$ cat src/lsa_pkg.sv
package lsa_pkg;
  // bank select lives in the top two bits of the link control byte
  localparam int BANK_SEL_MSB = 7;
  localparam int BANK_SEL_LSB = 6;
  localparam logic [1:0] BANK_0 = 2'h0;
  localparam logic [1:0] BANK_1 = 2'h1;
  localparam logic [1:0] BANK_2 = 2'h2;
  localparam logic [1:0] BANK_3 = 2'h3;

  // offsets common to all banks
  localparam logic [2:0] OFS_LINK_CTRL = 3'h3;
  // bank 0
  localparam logic [2:0] OFS_DATA = 3'h0;
  localparam logic [2:0] OFS_MODE_CTRL = 3'h4;
  localparam logic [2:0] OFS_LINK_STATUS = 3'h5;
  localparam logic [2:0] OFS_SCRATCH_AUX = 3'h7;
  // bank 1 (divisor only) and bank 2
  localparam logic [2:0] OFS_DIV_LOW = 3'h0;
  localparam logic [2:0] OFS_DIV_HIGH = 3'h1;
  localparam logic [2:0] OFS_EXT_CTRL1 = 3'h2;
  localparam logic [2:0] OFS_EXT_CTRL2 = 3'h4;
  localparam logic [2:0] OFS_TX_LEVEL = 3'h6;
  localparam logic [2:0] OFS_RX_LEVEL = 3'h7;
  // bank 3
  localparam logic [2:0] OFS_IR_CTRL1 = 3'h0;
  localparam logic [2:0] OFS_IR_CTRL2 = 3'h1;

  // operating mode codes
  localparam logic [2:0] MODE_UART = 3'h0;
  localparam logic [2:0] MODE_MEDIUM_IR = 3'h4;
  localparam logic [2:0] MODE_FAST_IR = 3'h5;
  localparam logic [2:0] MODE_CONSUMER_REMOTE = 3'h6;
  localparam int MODE_MSB = 7;
  localparam int MODE_LSB = 5;

  // field positions
  localparam int EXT1_EXTENDED_SELECT = 0;
  localparam int EXT1_LOOP = 4;
  localparam int EXT2_LOCK = 7;
  localparam int MCR_INT_ENABLE = 3;
  localparam int MCR_LOOP = 4;
  localparam int IR2_FRAME_END_METHOD = 0;
  localparam int IR2_FRAME_END_STOP = 1;
  localparam int AUX_RX_TIMEOUT = 0;
  localparam int AUX_EOF_IN_FIFO = 1;
  localparam int AUX_SET_EOT = 2;
  localparam int AUX_TX_HALT_FEND = 3;
  localparam int AUX_LOST_ACTIVITY = 4;
  localparam int AUX_BUSY_ACTIVE = 5;
  localparam int AUX_TX_UNDERRUN = 6;
  localparam int AUX_CLEAR_TIMER = 7;

  // masks
  localparam logic [7:0] MCR_EXT_WRITE_MASK = 8'hfc;
  localparam logic [7:0] FALLBACK_MCR_CLEAR = 8'hfc;
  localparam logic [7:0] FALLBACK_EXT1_CLEAR = 8'ha0;
  localparam logic [7:0] FALLBACK_EXT2_CLEAR = 8'h3f;
  localparam logic [7:0] FALLBACK_IR1_CLEAR = 8'h0c;
  localparam logic [7:0] EXT1_WRITE_MASK = 8'hbf;
  localparam logic [7:0] EXT2_WRITE_MASK = 8'hbf;

  // reset values
  localparam logic [7:0] RESET_BYTE = 8'h00;
  localparam logic [15:0] RESET_DIVISOR = 16'h0000;
  localparam logic RESET_TX_READY = 1'b1;
  localparam logic RESET_TX_EMPTY = 1'b1;

  typedef struct packed {
    logic [7:0] rdData;
    logic [15:0] divisor;
    logic [7:0] linkCtrl;
    logic [7:0] modeCtrl;
    logic [2:0] mode;
    logic [7:0] ext1;
    logic [7:0] ext2;
    logic [7:0] ir1;
    logic [7:0] ir2;
    logic [7:0] scratch;
    logic rxTimeout;
    logic setEot;
    logic txHaltFend;
    logic rxActivity;
    logic rxSampling;
    logic txUnderrun;
    logic frameTooLong;
    logic frameEnd;
    logic txReady;
    logic txEmpty;
    logic txPush;
    logic [7:0] txData;
    logic rxPop;
    logic statusRead;
    logic clearTimer;
    logic txSoftRst;
    logic rxSoftRst;
    logic txHalted;
  } lsa_state_t;
endpackage

$ cat src/lsa_link_status_aux.sv
`timescale 1ns/1ps
module lsa_link_status_aux
  import lsa_pkg::*;
(
  // clock and reset
  input wire logic clock,
  input wire logic rst_n,
  // register port
  input wire logic [2:0] regAddr,
  input wire logic [7:0] regWrData,
  input wire logic regWrEn,
  input wire logic regRdEn,
  output logic [7:0] regRdData,
  // transmit path
  input wire logic txHoldEmpty,
  input wire logic txFrontIdle,
  input wire logic txUnderrunEvt,
  input wire logic txFrameCountZero,
  output logic txFifoPush,
  output logic [7:0] txFifoData,
  output logic setEndOfTransmit,
  output logic txHalted,
  // receive path
  input wire logic [7:0] rxFifoData,
  input wire logic [4:0] rxLowStatus,
  input wire logic fifoEnabled,
  input wire logic errCharInFifo,
  input wire logic frameTooLongEvt,
  input wire logic frameEndEvt,
  input wire logic rxTimeoutEvt,
  input wire logic eofInFifo,
  input wire logic lostFrameBottom,
  input wire logic rxFrameBusy,
  input wire logic irPulseEvt,
  output logic rxFifoPop,
  output logic rxSamplingActive,
  output logic statusReadPulse,
  // fifo levels
  input wire logic [7:0] txFifoLevel,
  input wire logic [7:0] rxFifoLevel,
  // soft resets and timer
  input wire logic txSoftResetReq,
  input wire logic rxSoftResetReq,
  output logic txSoftReset,
  output logic rxSoftReset,
  output logic clearTimerEvent,
  // configuration
  output logic [15:0] divisorValue,
  output logic [2:0] operatingMode,
  output logic extendedMode,
  output logic [7:0] modeControl,
  output logic [7:0] extCtrl1,
  output logic [7:0] extCtrl2,
  output logic [7:0] irCtrl1,
  output logic [7:0] irCtrl2
);

  function automatic logic isFastIr(input logic [2:0] m);
    return (m == MODE_MEDIUM_IR) || (m == MODE_FAST_IR);
  endfunction

  function automatic logic isRemote(input logic [2:0] m);
    return m == MODE_CONSUMER_REMOTE;
  endfunction

  lsa_state_t s_q;
  lsa_state_t s_d;

  logic ext;
  logic fastIr;
  logic remote;
  logic [1:0] bank;
  logic wrAux;
  logic legacyAcc;
  logic modeChange;
  logic txSr;
  logic rxSr;
  logic [7:0] lsrByte;
  logic [7:0] auxByte;

  always_comb begin
    s_d = s_q;
    s_d.txPush = 1'b0;
    s_d.rxPop = 1'b0;
    s_d.statusRead = 1'b0;
    s_d.clearTimer = 1'b0;
    s_d.rdData = RESET_BYTE;
    ext = s_q.ext1[EXT1_EXTENDED_SELECT];
    fastIr = isFastIr(s_q.mode);
    remote = isRemote(s_q.mode);
    bank = s_q.linkCtrl[BANK_SEL_MSB:BANK_SEL_LSB];
    wrAux = 1'b0;
    legacyAcc = (regWrEn || regRdEn) && bank == BANK_1 &&
                (regAddr == OFS_DIV_LOW || regAddr == OFS_DIV_HIGH);

    lsrByte = {fastIr ? s_q.frameEnd : (fifoEnabled & errCharInFifo),
               s_q.txEmpty, s_q.txReady,
               fastIr ? s_q.frameTooLong : rxLowStatus[4],
               rxLowStatus[3:0]};
    auxByte = {1'b0, s_q.txUnderrun,
               fastIr ? rxFrameBusy : s_q.rxSampling,
               fastIr ? lostFrameBottom : s_q.rxActivity,
               s_q.txHaltFend, s_q.setEot,
               fastIr & eofInFifo,
               s_q.rxTimeout};

    // reads: data stands one cycle after the strobe
    if (regRdEn) begin
      unique case (bank)
        BANK_0: begin
          unique case (regAddr)
            OFS_DATA: begin
              s_d.rdData = rxFifoData;
              s_d.rxPop = 1'b1;
            end
            OFS_MODE_CTRL: begin
              s_d.rdData = ext ? (s_q.modeCtrl & MCR_EXT_WRITE_MASK)
                               : {3'h0, s_q.ext1[EXT1_LOOP], s_q.modeCtrl[MCR_INT_ENABLE], 3'h0};
            end
            OFS_LINK_STATUS: begin
              s_d.rdData = lsrByte;
              s_d.statusRead = 1'b1;
            end
            OFS_SCRATCH_AUX: s_d.rdData = ext ? auxByte : s_q.scratch;
            OFS_LINK_CTRL: s_d.rdData = s_q.linkCtrl;
            default: s_d.rdData = RESET_BYTE;
          endcase
        end
        BANK_1: begin
          unique case (regAddr)
            OFS_DIV_LOW: s_d.rdData = s_q.divisor[7:0];
            OFS_DIV_HIGH: s_d.rdData = s_q.divisor[15:8];
            OFS_LINK_CTRL: s_d.rdData = s_q.linkCtrl;
            default: s_d.rdData = RESET_BYTE;
          endcase
        end
        BANK_2: begin
          unique case (regAddr)
            OFS_DIV_LOW: s_d.rdData = s_q.divisor[7:0];
            OFS_DIV_HIGH: s_d.rdData = s_q.divisor[15:8];
            OFS_EXT_CTRL1: s_d.rdData = s_q.ext1;
            OFS_LINK_CTRL: s_d.rdData = s_q.linkCtrl;
            OFS_EXT_CTRL2: s_d.rdData = s_q.ext2;
            OFS_TX_LEVEL: s_d.rdData = txFifoLevel;
            OFS_RX_LEVEL: s_d.rdData = rxFifoLevel;
            default: s_d.rdData = RESET_BYTE;
          endcase
        end
        BANK_3: begin
          unique case (regAddr)
            OFS_IR_CTRL1: s_d.rdData = s_q.ir1;
            OFS_IR_CTRL2: s_d.rdData = s_q.ir2;
            OFS_LINK_CTRL: s_d.rdData = s_q.linkCtrl;
            default: s_d.rdData = RESET_BYTE;
          endcase
        end
      endcase
    end

    // writes
    if (regWrEn) begin
      if (regAddr == OFS_LINK_CTRL) begin
        s_d.linkCtrl = regWrData;
      end else begin
        unique case (bank)
          BANK_0: begin
            if (regAddr == OFS_DATA) begin
              s_d.txPush = 1'b1;
              s_d.txData = regWrData;
            end else if (regAddr == OFS_MODE_CTRL) begin
              if (ext) begin
                s_d.modeCtrl = regWrData & MCR_EXT_WRITE_MASK;
              end else begin
                s_d.modeCtrl[MCR_INT_ENABLE] = regWrData[MCR_INT_ENABLE];
                s_d.ext1[EXT1_LOOP] = regWrData[MCR_LOOP];
              end
            end else if (regAddr == OFS_SCRATCH_AUX) begin
              if (ext) begin
                wrAux = 1'b1;
              end else begin
                s_d.scratch = regWrData;
              end
            end
          end
          BANK_1: begin
            // locked non-extended access leaves the divisor alone
            if (ext || !s_q.ext2[EXT2_LOCK]) begin
              if (regAddr == OFS_DIV_LOW) s_d.divisor[7:0] = regWrData;
              if (regAddr == OFS_DIV_HIGH) s_d.divisor[15:8] = regWrData;
            end
          end
          BANK_2: begin
            if (regAddr == OFS_DIV_LOW) s_d.divisor[7:0] = regWrData;
            if (regAddr == OFS_DIV_HIGH) s_d.divisor[15:8] = regWrData;
            if (regAddr == OFS_EXT_CTRL1) s_d.ext1 = regWrData & EXT1_WRITE_MASK;
            if (regAddr == OFS_EXT_CTRL2) s_d.ext2 = regWrData & EXT2_WRITE_MASK;
          end
          BANK_3: begin
            if (regAddr == OFS_IR_CTRL1) s_d.ir1 = regWrData;
            if (regAddr == OFS_IR_CTRL2) s_d.ir2 = regWrData;
          end
        endcase
      end
    end

    // legacy divisor fallback
    if (legacyAcc) begin
      if (ext) begin
        s_d.ext1[EXT1_EXTENDED_SELECT] = 1'b0;
        s_d.modeCtrl = s_d.modeCtrl & ~FALLBACK_MCR_CLEAR;
        s_d.ext1 = s_d.ext1 & ~FALLBACK_EXT1_CLEAR;
        s_d.ext2 = s_d.ext2 & ~FALLBACK_EXT2_CLEAR;
        s_d.ir1 = s_d.ir1 & ~FALLBACK_IR1_CLEAR;
      end else if (!s_q.ext2[EXT2_LOCK]) begin
        s_d.ext1 = s_d.ext1 & ~FALLBACK_EXT1_CLEAR;
        s_d.ext2 = s_d.ext2 & ~FALLBACK_EXT2_CLEAR;
      end
    end

    // outside extended mode the line runs as a plain uart
    s_d.mode = s_d.ext1[EXT1_EXTENDED_SELECT] ? s_d.modeCtrl[MODE_MSB:MODE_LSB] : MODE_UART;
    modeChange = s_d.mode != s_q.mode;
    txSr = txSoftResetReq | modeChange;
    rxSr = rxSoftResetReq | modeChange;
    s_d.txSoftRst = txSr;
    s_d.rxSoftRst = rxSr;

    // transmit status follows the holding stage, a push drops ready at once;
    // the far side shows a pushed byte one cycle late, so the byte in flight keeps ready low
    s_d.txReady = txHoldEmpty & ~s_d.txPush & ~s_q.txPush;
    s_d.txEmpty = txHoldEmpty & txFrontIdle & ~s_d.txPush & ~s_q.txPush;

    // link status sticky flags: set wins over the read clear
    if (s_d.statusRead) s_d.frameTooLong = 1'b0;
    if (s_d.statusRead) s_d.frameEnd = 1'b0;
    if (fastIr && frameTooLongEvt) s_d.frameTooLong = 1'b1;
    if (fastIr && frameEndEvt) s_d.frameEnd = 1'b1;

    // auxiliary bits; software clears lose to a hardware set in the same cycle
    if (s_d.rxPop) s_d.rxTimeout = 1'b0;
    if (rxTimeoutEvt) s_d.rxTimeout = 1'b1;
    if (s_d.txPush) s_d.setEot = 1'b0;
    if (wrAux && regWrData[AUX_SET_EOT] && (fastIr || remote)) s_d.setEot = 1'b1;
    if (wrAux && regWrData[AUX_TX_HALT_FEND]) s_d.txHaltFend = 1'b0;
    if (fastIr && s_q.ir2[IR2_FRAME_END_STOP] && txFrameCountZero)
      s_d.txHaltFend = 1'b1;
    if (regRdEn && bank == BANK_0 && regAddr == OFS_SCRATCH_AUX && ext)
      s_d.rxActivity = 1'b0;
    if (remote && irPulseEvt) s_d.rxActivity = 1'b1;
    if (wrAux && regWrData[AUX_BUSY_ACTIVE]) s_d.rxSampling = 1'b0;
    if (remote && irPulseEvt) s_d.rxSampling = 1'b1;
    if (wrAux && regWrData[AUX_TX_UNDERRUN]) s_d.txUnderrun = 1'b0;
    if ((fastIr || remote) && txUnderrunEvt) s_d.txUnderrun = 1'b1;
    if (wrAux && regWrData[AUX_CLEAR_TIMER]) s_d.clearTimer = 1'b1;

    // soft resets take priority: they model a reset, not a software clear
    if (txSr) begin
      s_d.setEot = 1'b0;
      s_d.txUnderrun = 1'b0;
    end
    if (rxSr) begin
      s_d.rxTimeout = 1'b0;
      s_d.rxActivity = 1'b0;
      s_d.rxSampling = 1'b0;
      s_d.frameTooLong = 1'b0;
      s_d.frameEnd = 1'b0;
    end
    if (!isFastIr(s_d.mode) && !isRemote(s_d.mode)) s_d.txUnderrun = 1'b0;
    // transmitter stays stopped until software clears the halt causes
    s_d.txHalted = s_d.txHaltFend | s_d.txUnderrun;
  end

  always_ff @(posedge clock or negedge rst_n) begin
    if (!rst_n) begin
      s_q <= '0;
      s_q.txReady <= RESET_TX_READY;
      s_q.txEmpty <= RESET_TX_EMPTY;
      s_q.divisor <= RESET_DIVISOR;
      s_q.mode <= MODE_UART;
    end else begin
      s_q <= s_d;
    end
  end

  assign regRdData = s_q.rdData;
  assign txFifoPush = s_q.txPush;
  assign txFifoData = s_q.txData;
  assign setEndOfTransmit = s_q.setEot;
  assign txHalted = s_q.txHalted;
  assign rxFifoPop = s_q.rxPop;
  assign rxSamplingActive = s_q.rxSampling;
  assign statusReadPulse = s_q.statusRead;
  assign txSoftReset = s_q.txSoftRst;
  assign rxSoftReset = s_q.rxSoftRst;
  assign clearTimerEvent = s_q.clearTimer;
  assign divisorValue = s_q.divisor;
  assign operatingMode = s_q.mode;
  assign extendedMode = s_q.ext1[EXT1_EXTENDED_SELECT];
  assign modeControl = s_q.modeCtrl;
  assign extCtrl1 = s_q.ext1;
  assign extCtrl2 = s_q.ext2;
  assign irCtrl1 = s_q.ir1;
  assign irCtrl2 = s_q.ir2;
endmodule

$ cat config.mk
export PLATFORM = sky130hd
export DESIGN_NAME = lsa_link_status_aux
export DESIGN_NICKNAME = d
export VERILOG_FILES = /design/src/lsa_pkg.sv /design/src/lsa_link_status_aux.sv
export SDC_FILE = /design/constraint.sdc
export NUM_CORES = 1
export LEC_CHECK = 0
export BUFFER_PORTS_ARGS = -buffer_cell sky130_fd_sc_hd__buf_2
export CORE_MARGIN = 2
export CORE_UTILIZATION = 48
export DETAILED_ROUTE_END_ITERATION = 7
export GPL_TIMING_DRIVEN = 0
export PLACE_DENSITY = 0.75
export SYNTH_ARGS = -nofsm -noshare
export SYNTH_HDL_FRONTEND = slang
export SYNTH_SLANG_ARGS = --single-unit
$ cat constraint.sdc
create_clock -name clock -period 2.15 [get_ports clock]
set_input_delay 0.215 -clock clock [delete_from_list [all_inputs] [get_ports clock]]
set_output_delay 0.215 -clock clock [all_outputs]
set_load 0.05 [all_outputs]
==> results.tsv, run 1 <==
metric	value	unit
status	finished, violations left	
failing checks	setup timing	
setup_tns	-0.0294	ns
Post-Layout Inst Area	7750	sq um
Setup crit end kind	flop	
worst slack, placed	-0.584	ns
Area Overhead vs Synth	24.7	%
vias in the first global route	5344	
antenna-violating nets left	0	
CTS Root Cell	clkbuf_16	
Die Area	13900	sq um
filler instances	1120	
initial antenna violation count	0	
H-tree Lvls	3	
most common cell in the synthesized netlist	dfrtp_1	
DRC violations left	0	
Final Net Count	843	
CTS max path bufs	2	
setup ws final	-0.0155	ns
FMAX	462	MHz
CTS Buf Count	9	
Slew @ Worst Pin	0.873	ns
Hold Vio Cnt, Final	0	
Arrival @ worst endpoint	2.42	ns
ant diodes	0	
CTS tree	built	
Hold WS	0.0826	ns
most frequent cells after synthesis	dfrtp_1 (102), buf_4 (76), mux2_2 (62)	
row count	41	
Max-slew headroom	0.417	
period utilisation layout	1.01	
Post-Place Cells	924	
DIE HEIGHT	118	um
detailed placement HPWL	14600	um
Ports	144	
Starting Density	0.492	
Pwr Total	9.18	mW
First-pass DRT Iterations	6	
Synth async-reset ratio	1.00	
Cell Chain, Critical Path	inv_2 -> ha_4 -> nand3b_4 -> or3_4 -> a221oi_4 -> xor2_4 -> a211o_1	
critical path class	flop to flop	
Worst path slowest cell	dfrtp_1	
clk slew on worst S/H paths	0.07	ns
Cell Area, Placed	7160	sq um
per-cell routed wire length	21.3	um
Final Critical Period	2.17	ns
share of layout cells above drive strength 1	0.458	
fin. max-slew vios	0	
global-route wire length before repair	30600	um
DR vias/cell	5.63	
PortBufs	137	
Power Density	1180	nW/um^2
synth top area cells	dfrtp_1 (41%), mux2_2 (11%), buf_4 (9.2%)	
Post-Route WL	20400	um
post-synth top area share	0.411	
R2R Setup Slk	-0.02	ns
DR vias	5381	
CP max stage delay	0.41	ns
final setup fails	2	
RSZ-0062 raised after global routing	yes	
Post-Layout Cell Count	956	
EDFF count, synth	0	
cell area after synthesis	6210	sq um
worst skew pair latency	0.36	ns
clock sinks	104	
Starting DRT DRC Count	476	
Max Cap Viol	0	
Die Wd	118	um
global route total overflow	0	
Static Leak	3.83	nW
Distinct cells, synth	66	
Worst setup SP type	flop	
Crit Path Max Fanout	8	
GPL Wtd Cong	0.934	
min-delay worst type	input pin to flop	
Critical Path RT	2.40	ns
worst vdd ir	0.875	mV
number of synthesized register bits	104	
CORE AREA	12600	sq um
syn_area_per_cell	10.2	sq um
area leader, netlist	dfrtp_1	
gr usage total	0.287	
Worst Skew	0.00959	ns
Synthesis Warnings	0	
fin util	0.614	
Main synth FF type	dfrtp_1	
sequential area share after synthesis	0.419	
largest net degree at the start of global routing	73	
Post-Syn Instances	611	
-- what timing repair did --
action | in CTS | in global routing
hold buffers | 1 | 0
pin swaps | 7 | 10
gates cloned | 2 | 1
resized for setup | 19 | 30
setup endpoints to repair | 29 | 32
endpoints found under the hold margin | 32 | 0
buffers inserted | 10 | 5
-- routing by layer --
metal | GRT usage | share of wire | vias up
li1 | - | - | 2442
met1 | 0.393 | 0.43 | 2646
met2 | 0.451 | 0.46 | 251
met3 | 0.0509 | 0.078 | 42
met4 | 0.117 | 0.028 | 0
met5 | 0 | 0 | -
-- flip-flops by register name (all words and copies together) (netlist names), 2 cells and up --
name,cells
txFifoData,8
irCtrl1,8
bank,2
irCtrl2,8
operatingMode,3
extCtrl1,7
auxByte,3
lsrByte,2
modeControl,6
divisorValue,16
regRdData,8
s_q,17
extCtrl2,7
-- worst paths after layout --
kind	start	to	depth (start not counted)
max	bank[0]$_DFFE_PN0P_	rxSoftReset$_DFF_PN0_	7
min	txFrontIdle	lsrByte[6]$_DFF_PN1_	2
max reg2reg	bank[0]$_DFFE_PN0P_	rxSoftReset$_DFF_PN0_	7
min reg2reg	txFifoPush$_DFF_PN0_	lsrByte[5]$_DFF_PN1_	1
max in group asynchronous	rst_n	lsrByte[5]$_DFF_PN1_	3
min in group asynchronous	rst_n	divisorValue[4]$_DFFE_PN0P_	2
-- layout by cell type, fill, tap and decap left out, drive strengths merged, types with 4 or more instances in the layout --
cell | netlist | routed
a211oi | 8 | 8
a21boi | 4 | 4
a21o | 8 | 9
a21oi | 22 | 22
a221oi | 4 | 4
a22oi | 8 | 9
a31oi | 5 | 5
and2 | 5 | 5
and3 | 10 | 10
buf | 96 | 246
clkbuf | 21 | 31
conb | 1 | 4
dfrtp | 102 | 102
ha | 5 | 5
inv | 11 | 12
mux2 | 62 | 62
mux2i | 38 | 38
nand2 | 36 | 36
nand2b | 5 | 5
nand3 | 23 | 23
nand4 | 5 | 5
nor2 | 29 | 29
nor2b | 12 | 12
o21ai | 36 | 36
o22ai | 5 | 5
o2bb2ai | 5 | 5
or3 | 4 | 4
-- power by group --
group	total, mW	internal, mW	switching [mW]
sequential	2.97	2.51	0.457
combinational	4.63	1.67	2.96
clock	1.58	0.795	0.787
total	9.18	4.97	4.21
-- cells by family after synthesis --
group,after synthesis,synth area share
compound gates,132,0.147
mux,100,0.174
fa+ha+maj,5,0.0101
flops,104,0.419
simple gates,140,0.117
xor+xnor,1,0.00443
other cells,1,0.000603
buf+inv,128,0.129
-- area by class of cell --
class | instances | area, sq um | share of cell area
buffer | 114 | 761 | 0.0982
multi-input combinational | 384 | 2990 | 0.386
clock inverter | 7 | 56.3 | 0.00727
clock buffer | 9 | 225 | 0.0291
timing repair buffer | 155 | 856 | 0.110
inverter | 11 | 41.3 | 0.00533
tap | 172 | 215 | 0.0278
sequential | 104 | 2610 | 0.336
-- critical path, delay by kind of cell, from the launching register on --
kind / cells / cell delay, ns
DFF: 1 / 0.41
xor gates and xnor gates: 1 / 0.18
and+or+nand+nor: 2 / 0.52
buffers and inverters: 1 / 0.13
AOI/OAI and AO/OA: 2 / 0.65
adders and majority gates: 1 / 0.17
(Power assumes the default switching activity.)
==> run 2: changes to the inputs <==
--- a/config.mk
+++ b/config.mk
@@ -10,7 +10,9 @@
 export CORE_UTILIZATION = 48
 export DETAILED_ROUTE_END_ITERATION = 7
 export GPL_TIMING_DRIVEN = 0
+export MAX_ROUTING_LAYER = met4
 export PLACE_DENSITY = 0.75
+export SKIP_LAST_GASP = 1
 export SYNTH_ARGS = -nofsm -noshare
 export SYNTH_HDL_FRONTEND = slang
 export SYNTH_SLANG_ARGS = --single-unit
==> constraint.sdc (replaced) <==
create_clock -name clock -period 1.8 [get_ports clock]
set_input_delay 0.18 -clock clock [delete_from_list [all_inputs] [get_ports clock]]
set_output_delay 0.18 -clock clock [all_outputs]
set_load 0.05 [all_outputs]
==> run 2 against run 1 <==
  * The flow still finishes with violations (setup timing)
  * Register-to-register slack lost 0.34 ns
  * Sequential share of layout area shrank 0.93 points
  * Cell area grew 3.0%
  * Via count grew 1.9%
  * Maximum frequency grew 0.60%
  * Setup slack lost 0.34 ns
  * Cell count grew 0.73%
  * Non-clock buffer count grew 9
  * First-iteration DRC count grew 20%
  * Worst hold slack lost 0.039 ns
==> results.tsv, run 2 (synthesized netlist as in run 1, its figures left out) <==
metric	value	unit
clock group share of total power	0.178	
ant diodes	0	
R2R Path End	txSoftReset$_DFF_PN0_	
Die Wd	118	um
row count	41	
fin util	0.632	
most common cell after layout, fill and taps aside	buf_2	
CTS max path bufs	2	
detailed placement HPWL	14100	um
DRC violations left	0	
Die Area	13900	sq um
largest net degree at the start of global routing	74	
CTS tree	built	
Critical Path RT	2.04	ns
GPL Wtd Cong	0.991	
H-tree Lvls	3	
Post-Layout Inst Area	7980	sq um
R2R Setup Slk	-0.35	ns
worst skew pair latency	0.36	ns
R2R Path Start	bank[0]$_DFFE_PN0P_	
final setup fails	34	
global route total overflow	0	
DR vias/cell	5.69	
Max-slew headroom	0.423	
Max Cap Viol	0	
hold path cells	2	
Cell Area, Placed	7200	sq um
antenna-violating nets left	0	
status	finished, violations left	
Gate power share	0.508	
Worst Skew	0.00803	ns
Arrival @ worst endpoint	2.39	ns
DIE HEIGHT	118	um
clock sinks	104	
Area Overhead vs Synth	28.4	%
Pwr Total	11.2	mW
min-delay worst type	input pin to flop	
DR vias	5484	
Net Sw Power	4.99	mW
Static Leak	3.95	nW
Starting DRT DRC Count	573	
vias in the first global route	5304	
gr usage total	0.297	
part of the power in registers	0.314	
Largest register FFs	17	
Post-Place Cells	924	
worst slack, placed	-0.836	ns
Slew @ Worst Pin	0.861	ns
hold endpoint	lsrByte[6]$_DFF_PN1_	
Hold Vio Cnt, Final	0	
share of layout cells above drive strength 1	0.496	
register area	2610	sq um
FMAX	465	MHz
clk slew on worst S/H paths	0.07	ns
CTS Buf Count	9	
failing checks	setup timing	
RSZ-0062 raised after global routing	yes	
Power Density	1410	nW/um^2
most frequent cells in the layout	buf_2 (144), buf_4 (101), dfrtp_1 (99)	
Ports	144	
CORE AREA	12600	sq um
initial antenna violation count	0	
filler instances	1090	
global-route wire length before repair	30600	um
Final Critical Period	2.15	ns
period utilisation layout	1.20	
CTS Root Cell	clkbuf_16	
Top reg by flops	s_q	
critical path class	flop to flop	
fin. max-slew vios	0	
Post-Route WL	20200	um
worst vdd ir	1.04	mV
Post-Layout Cell Count	963	
reg2reg path depth	9	
area of the multi-input gates	3050	sq um
hold_sp	txFrontIdle	
PortBufs	137	
Final Net Count	851	
setup ws final	-0.353	ns
First-pass DRT Iterations	5	
Setup crit end kind	flop	
Starting Density	0.492	
Worst setup SP type	flop	
per-cell routed wire length	21.0	um
Sw Share	0.444	
internal power	6.24	mW
Crit Path Max Fanout	9	
-- run 2: cell types whose count changed in the layout (fill, tap and decap cells not counted), sizes merged --
| cell | delta |
|---|---|
| buf | +15 |
| clkinv | -1 |
| clkbuf | -4 |
| a21o | -1 |
| clkinvlp | -3 |
| bufinv | +1 |
-- run 2: routing by layer --
metal	up-vias	global-route usage	routed length, um
li1	2465	-	-
met1	2705	0.411	8840
met2	282	0.444	9240
met3	32	0.0518	1660
met4	0	0.0949	497
met5	-	-	0
-- run 2: worst max-delay path by stage --
stage	from	to	slack [ns]	cells after the start
after detailed placement	bank[0]$_DFFE_PN0P_	setEndOfTransmit$_DFFE_PN0P_	-0.84	8
after global routing	bank[0]$_DFFE_PN0P_	s_q[17]$_DFFE_PN0P_	-0.41	9
after CTS	bank[0]$_DFFE_PN0P_	txSoftReset$_DFF_PN0_	-0.27	9
after floorplan	bank[0]$_DFFE_PN0P_	rxSoftReset$_DFF_PN0_	-0.29	8
final	bank[0]$_DFFE_PN0P_	txSoftReset$_DFF_PN0_	-0.35	9
after global placement	bank[0]$_DFFE_PN0P_	setEndOfTransmit$_DFFE_PN0P_	-0.82	8
-- run 2: metrics by stage --
| stage | setup TNS (ns) | hold WS [ns] |
|---|---|---|
| 6_report | -6.41 | 0.0432 |
| 5_1_grt | -8.57 | 0.0555 |
| 4_1_cts | -3.43 | 0.0397 |
| 3_5_place_dp | -28.14 | 0.162 |
| 3_3_place_gp | -78.79 | 0.404 |
| 2_1_floorplan | -2.34 | -0.116 |
-- run 2: power groups by stage --
stage	clock [mW]	combinational (mW)	sequential, mW
floorplan	0	4.03	3.51
global placement	0	5.15	3.52
detailed placement	0	5.22	3.56
CTS	2.02	5.51	3.51
global route	2.09	5.97	3.61
finish	2.00	5.70	3.53
-- run 2: what timing repair did --
item                                    4_1_cts  5_1_grt
hold buffers                                  1        0
pin swaps                                     7        6
endpoints found under the setup margin       70       76
setup buffers                                17        8
endpoints found under the hold margin        31        0
cloned                                        3        0
resized for setup                            52       36
-- run 2: layout make-up --
| cell class | instances | share of cell area |
|---|---|---|
| inverter | 11 | 0.00549 |
| buffer | 112 | 0.102 |
| clock inverter | 4 | 0.00659 |
| clock buffer | 11 | 0.0304 |
| timing repair buffer | 166 | 0.120 |
| tap | 172 | 0.0270 |
| multi-input combinational | 383 | 0.382 |
| sequential | 104 | 0.327 |
-- run 2: critical path, stage by stage, from the launching register on --
cell       delay [ns]
dfrtp_1          0.41
inv_2            0.13
ha_4             0.15
buf_6            0.09
nor2b_4          0.17
buf_6            0.14
and3_4           0.20
o2111ai_1        0.14
a21o_2           0.31
a211o_1          0.29
==> run 3: changes to the inputs <==
==> constraint.sdc (replaced) <==
create_clock -name clock -period 1.8 [get_ports clock]
set_input_delay 0.18 -clock clock [delete_from_list [all_inputs] [get_ports clock]]
set_output_delay 0.18 -clock clock [all_outputs]
set_load 0.005 [all_outputs]
==> run 3 against run 2 <==
  * The flow still finishes with violations (setup timing)
  * Wire length grew 2.7%
  * Cell area grew 0.99%
  * Sequential share of layout area shrank 0.32 points
  * Core utilization grew 0.62 points
  * Via count grew 0.33%
  * Die area is the same
  * Clock skew shrank 0.00061 ns
==> results.tsv, run 3 (synthesized netlist as in run 1, its figures left out) <==
metric	value	unit
met3 Usage GRT	0.0422	
global route total overflow	0	
Hold Vio Cnt, Final	0	
Starting DRT DRC Count	436	
Area Overhead vs Synth	29.7	%
Power Density	1180	nW/um^2
Final Net Count	855	
period utilisation layout	1.18	
R2R Setup Slk	-0.32	ns
ant diodes	0	
antenna-violating nets left	0	
per-cell routed wire length	21.5	um
clk slew on worst S/H paths	0.07	ns
CTS max path bufs	2	
clock group share of total power	0.214	
most frequent cells in the layout	buf_2 (142), buf_4 (105), dfrtp_1 (99)	
internal power	6.28	mW
grt peak-use layer	met2	
setup_tns	-4.64	ns
worst slack, placed	-0.883	ns
H-tree Lvls	3	
Arrival @ worst endpoint	2.37	ns
Net Sw Power	3.23	mW
gr usage total	0.305	
Die Wd	118	um
hold_sp	txFrontIdle	
DR vias	5502	
R2R Path Start	bank[0]$_DFFE_PN0P_	
R2R Path End	rxSoftReset$_DFF_PN0_	
setup ws final	-0.324	ns
Sw Share	0.340	
DIE HEIGHT	118	um
fin. max-slew vios	0	
hold path cells	2	
CTS Root Cell	clkbuf_16	
Die Area	13900	sq um
global-route wire length before repair	31300	um
CTS tree	built	
Gate power share	0.413	
RSZ-0062 raised after global routing	yes	
grt met1 use	0.426	
Max-slew headroom	0.388	
Ports	144	
detailed placement HPWL	14500	um
hold endpoint	lsrByte[6]$_DFF_PN1_	
vias in the first global route	5376	
Setup crit end kind	flop	
row count	41	
CTS Buf Count	9	
worst vdd ir	0.762	mV
Post-Route WL	20800	um
Top reg by flops	s_q	
critical path class	flop to flop	
Max Cap Viol	0	
initial antenna violation count	0	
CP Launch Point	bank[0]$_DFFE_PN0P_	
worst skew pair latency	0.35	ns
CORE AREA	12600	sq um
Critical Path RT	2.04	ns
Hold WS	0.0594	ns
part of the power in registers	0.372	
most common cell after layout, fill and taps aside	buf_2	
Static Leak	3.96	nW
status	finished, violations left	
Starting Density	0.492	
DRC violations left	0	
largest net degree at the start of global routing	72	
clock sinks	104	
filler instances	1089	
min-delay worst type	input pin to flop	
final setup fails	22	
reg2reg path depth	7	
DR vias/cell	5.68	
failing checks	setup timing	
FMAX	471	MHz
First-pass DRT Iterations	5	
Largest register FFs	17	
share of layout cells above drive strength 1	0.505	
met2 usage	0.454	
Final Critical Period	2.12	ns
GPL Wtd Cong	0.942	
Crit Path Max Fanout	8	
Worst setup SP type	flop	
PortBufs	137	
Slew @ Worst Pin	0.913	ns
Worst Skew	0.00742	ns
run 3: metrics by stage:
step / cell area [sq um] / utilization / cells / power, mW
after floorplan: 6260 / - / 614 / 5.61
after global placement: 7160 / 0.567 / 923 / 6.81
after detailed placement: 7190 / 0.570 / 924 / 6.92
after CTS: 7790 / 0.617 / 956 / 9.23
after global routing: 8060 / 0.639 / 968 / 9.97
final: 8060 / 0.639 / 968 / 9.51
run 3: power groups by stage:
stage / sequential (mW) / clock, mW / combinational [mW]
2_1_floorplan: 3.38 / 0 / 2.24
3_5_place_dp: 3.56 / 0 / 3.35
6_report: 3.54 / 2.04 / 3.93
3_3_place_gp: 3.52 / 0 / 3.29
4_1_cts: 3.52 / 2.06 / 3.64
5_1_grt: 3.62 / 2.16 / 4.19
run 3: final cells by class:
cell class / instances / area [sq um] / share of cell area
Clock buffer: 10 / 239 / 0.0297
Multi-Input combinational cell: 384 / 3100 / 0.384
Timing Repair Buffer: 172 / 1000 / 0.124
Buffer: 109 / 786 / 0.0975
Sequential cell: 104 / 2610 / 0.324
Tap cell: 172 / 215 / 0.0267
Inverter: 11 / 43.8 / 0.00543
Clock inverter: 6 / 66.3 / 0.00823
run 3: critical path, cell delays in order (launching register included):
cell and delay, ns:
dfrtp_1 0.41, inv_2 0.13, ha_4 0.16, nand3b_4 0.10, or3_4 0.35, a221oi_4 0.38, xor2_4 0.18, a211o_1 0.30
run 3: worst max-delay path by stage:
stage	to	cells after the start	slack (ns)
final	rxSoftReset$_DFF_PN0_	7	-0.32
after global routing	txSoftReset$_DFF_PN0_	9	-0.41
after CTS	txSoftReset$_DFF_PN0_	9	-0.28
after detailed placement	setEndOfTransmit$_DFFE_PN0P_	8	-0.88
after global placement	rxSamplingActive$_DFFE_PN0P_	8	-0.89
after floorplan	rxSoftReset$_DFF_PN0_	8	-0.29
run 3: timing repair:
item / CTS / global route
pin swaps: 10 / 14
gates resized for setup: 47 / 47
endpoints found under the setup margin: 77 / 55
hold endpoints to repair: 33 / 0
hold buffers: 1 / 0
gates cloned: 2 / 1
setup buffers: 20 / 12
run 3: routing by layer:
| layer | routed length [um] | share of wire |
|---|---|---|
| met1 | 9150 | 0.44 |
| met4 | 704 | 0.034 |
| met2 | 9390 | 0.45 |
| met3 | 1540 | 0.074 |
| met5 | 0 | 0 |
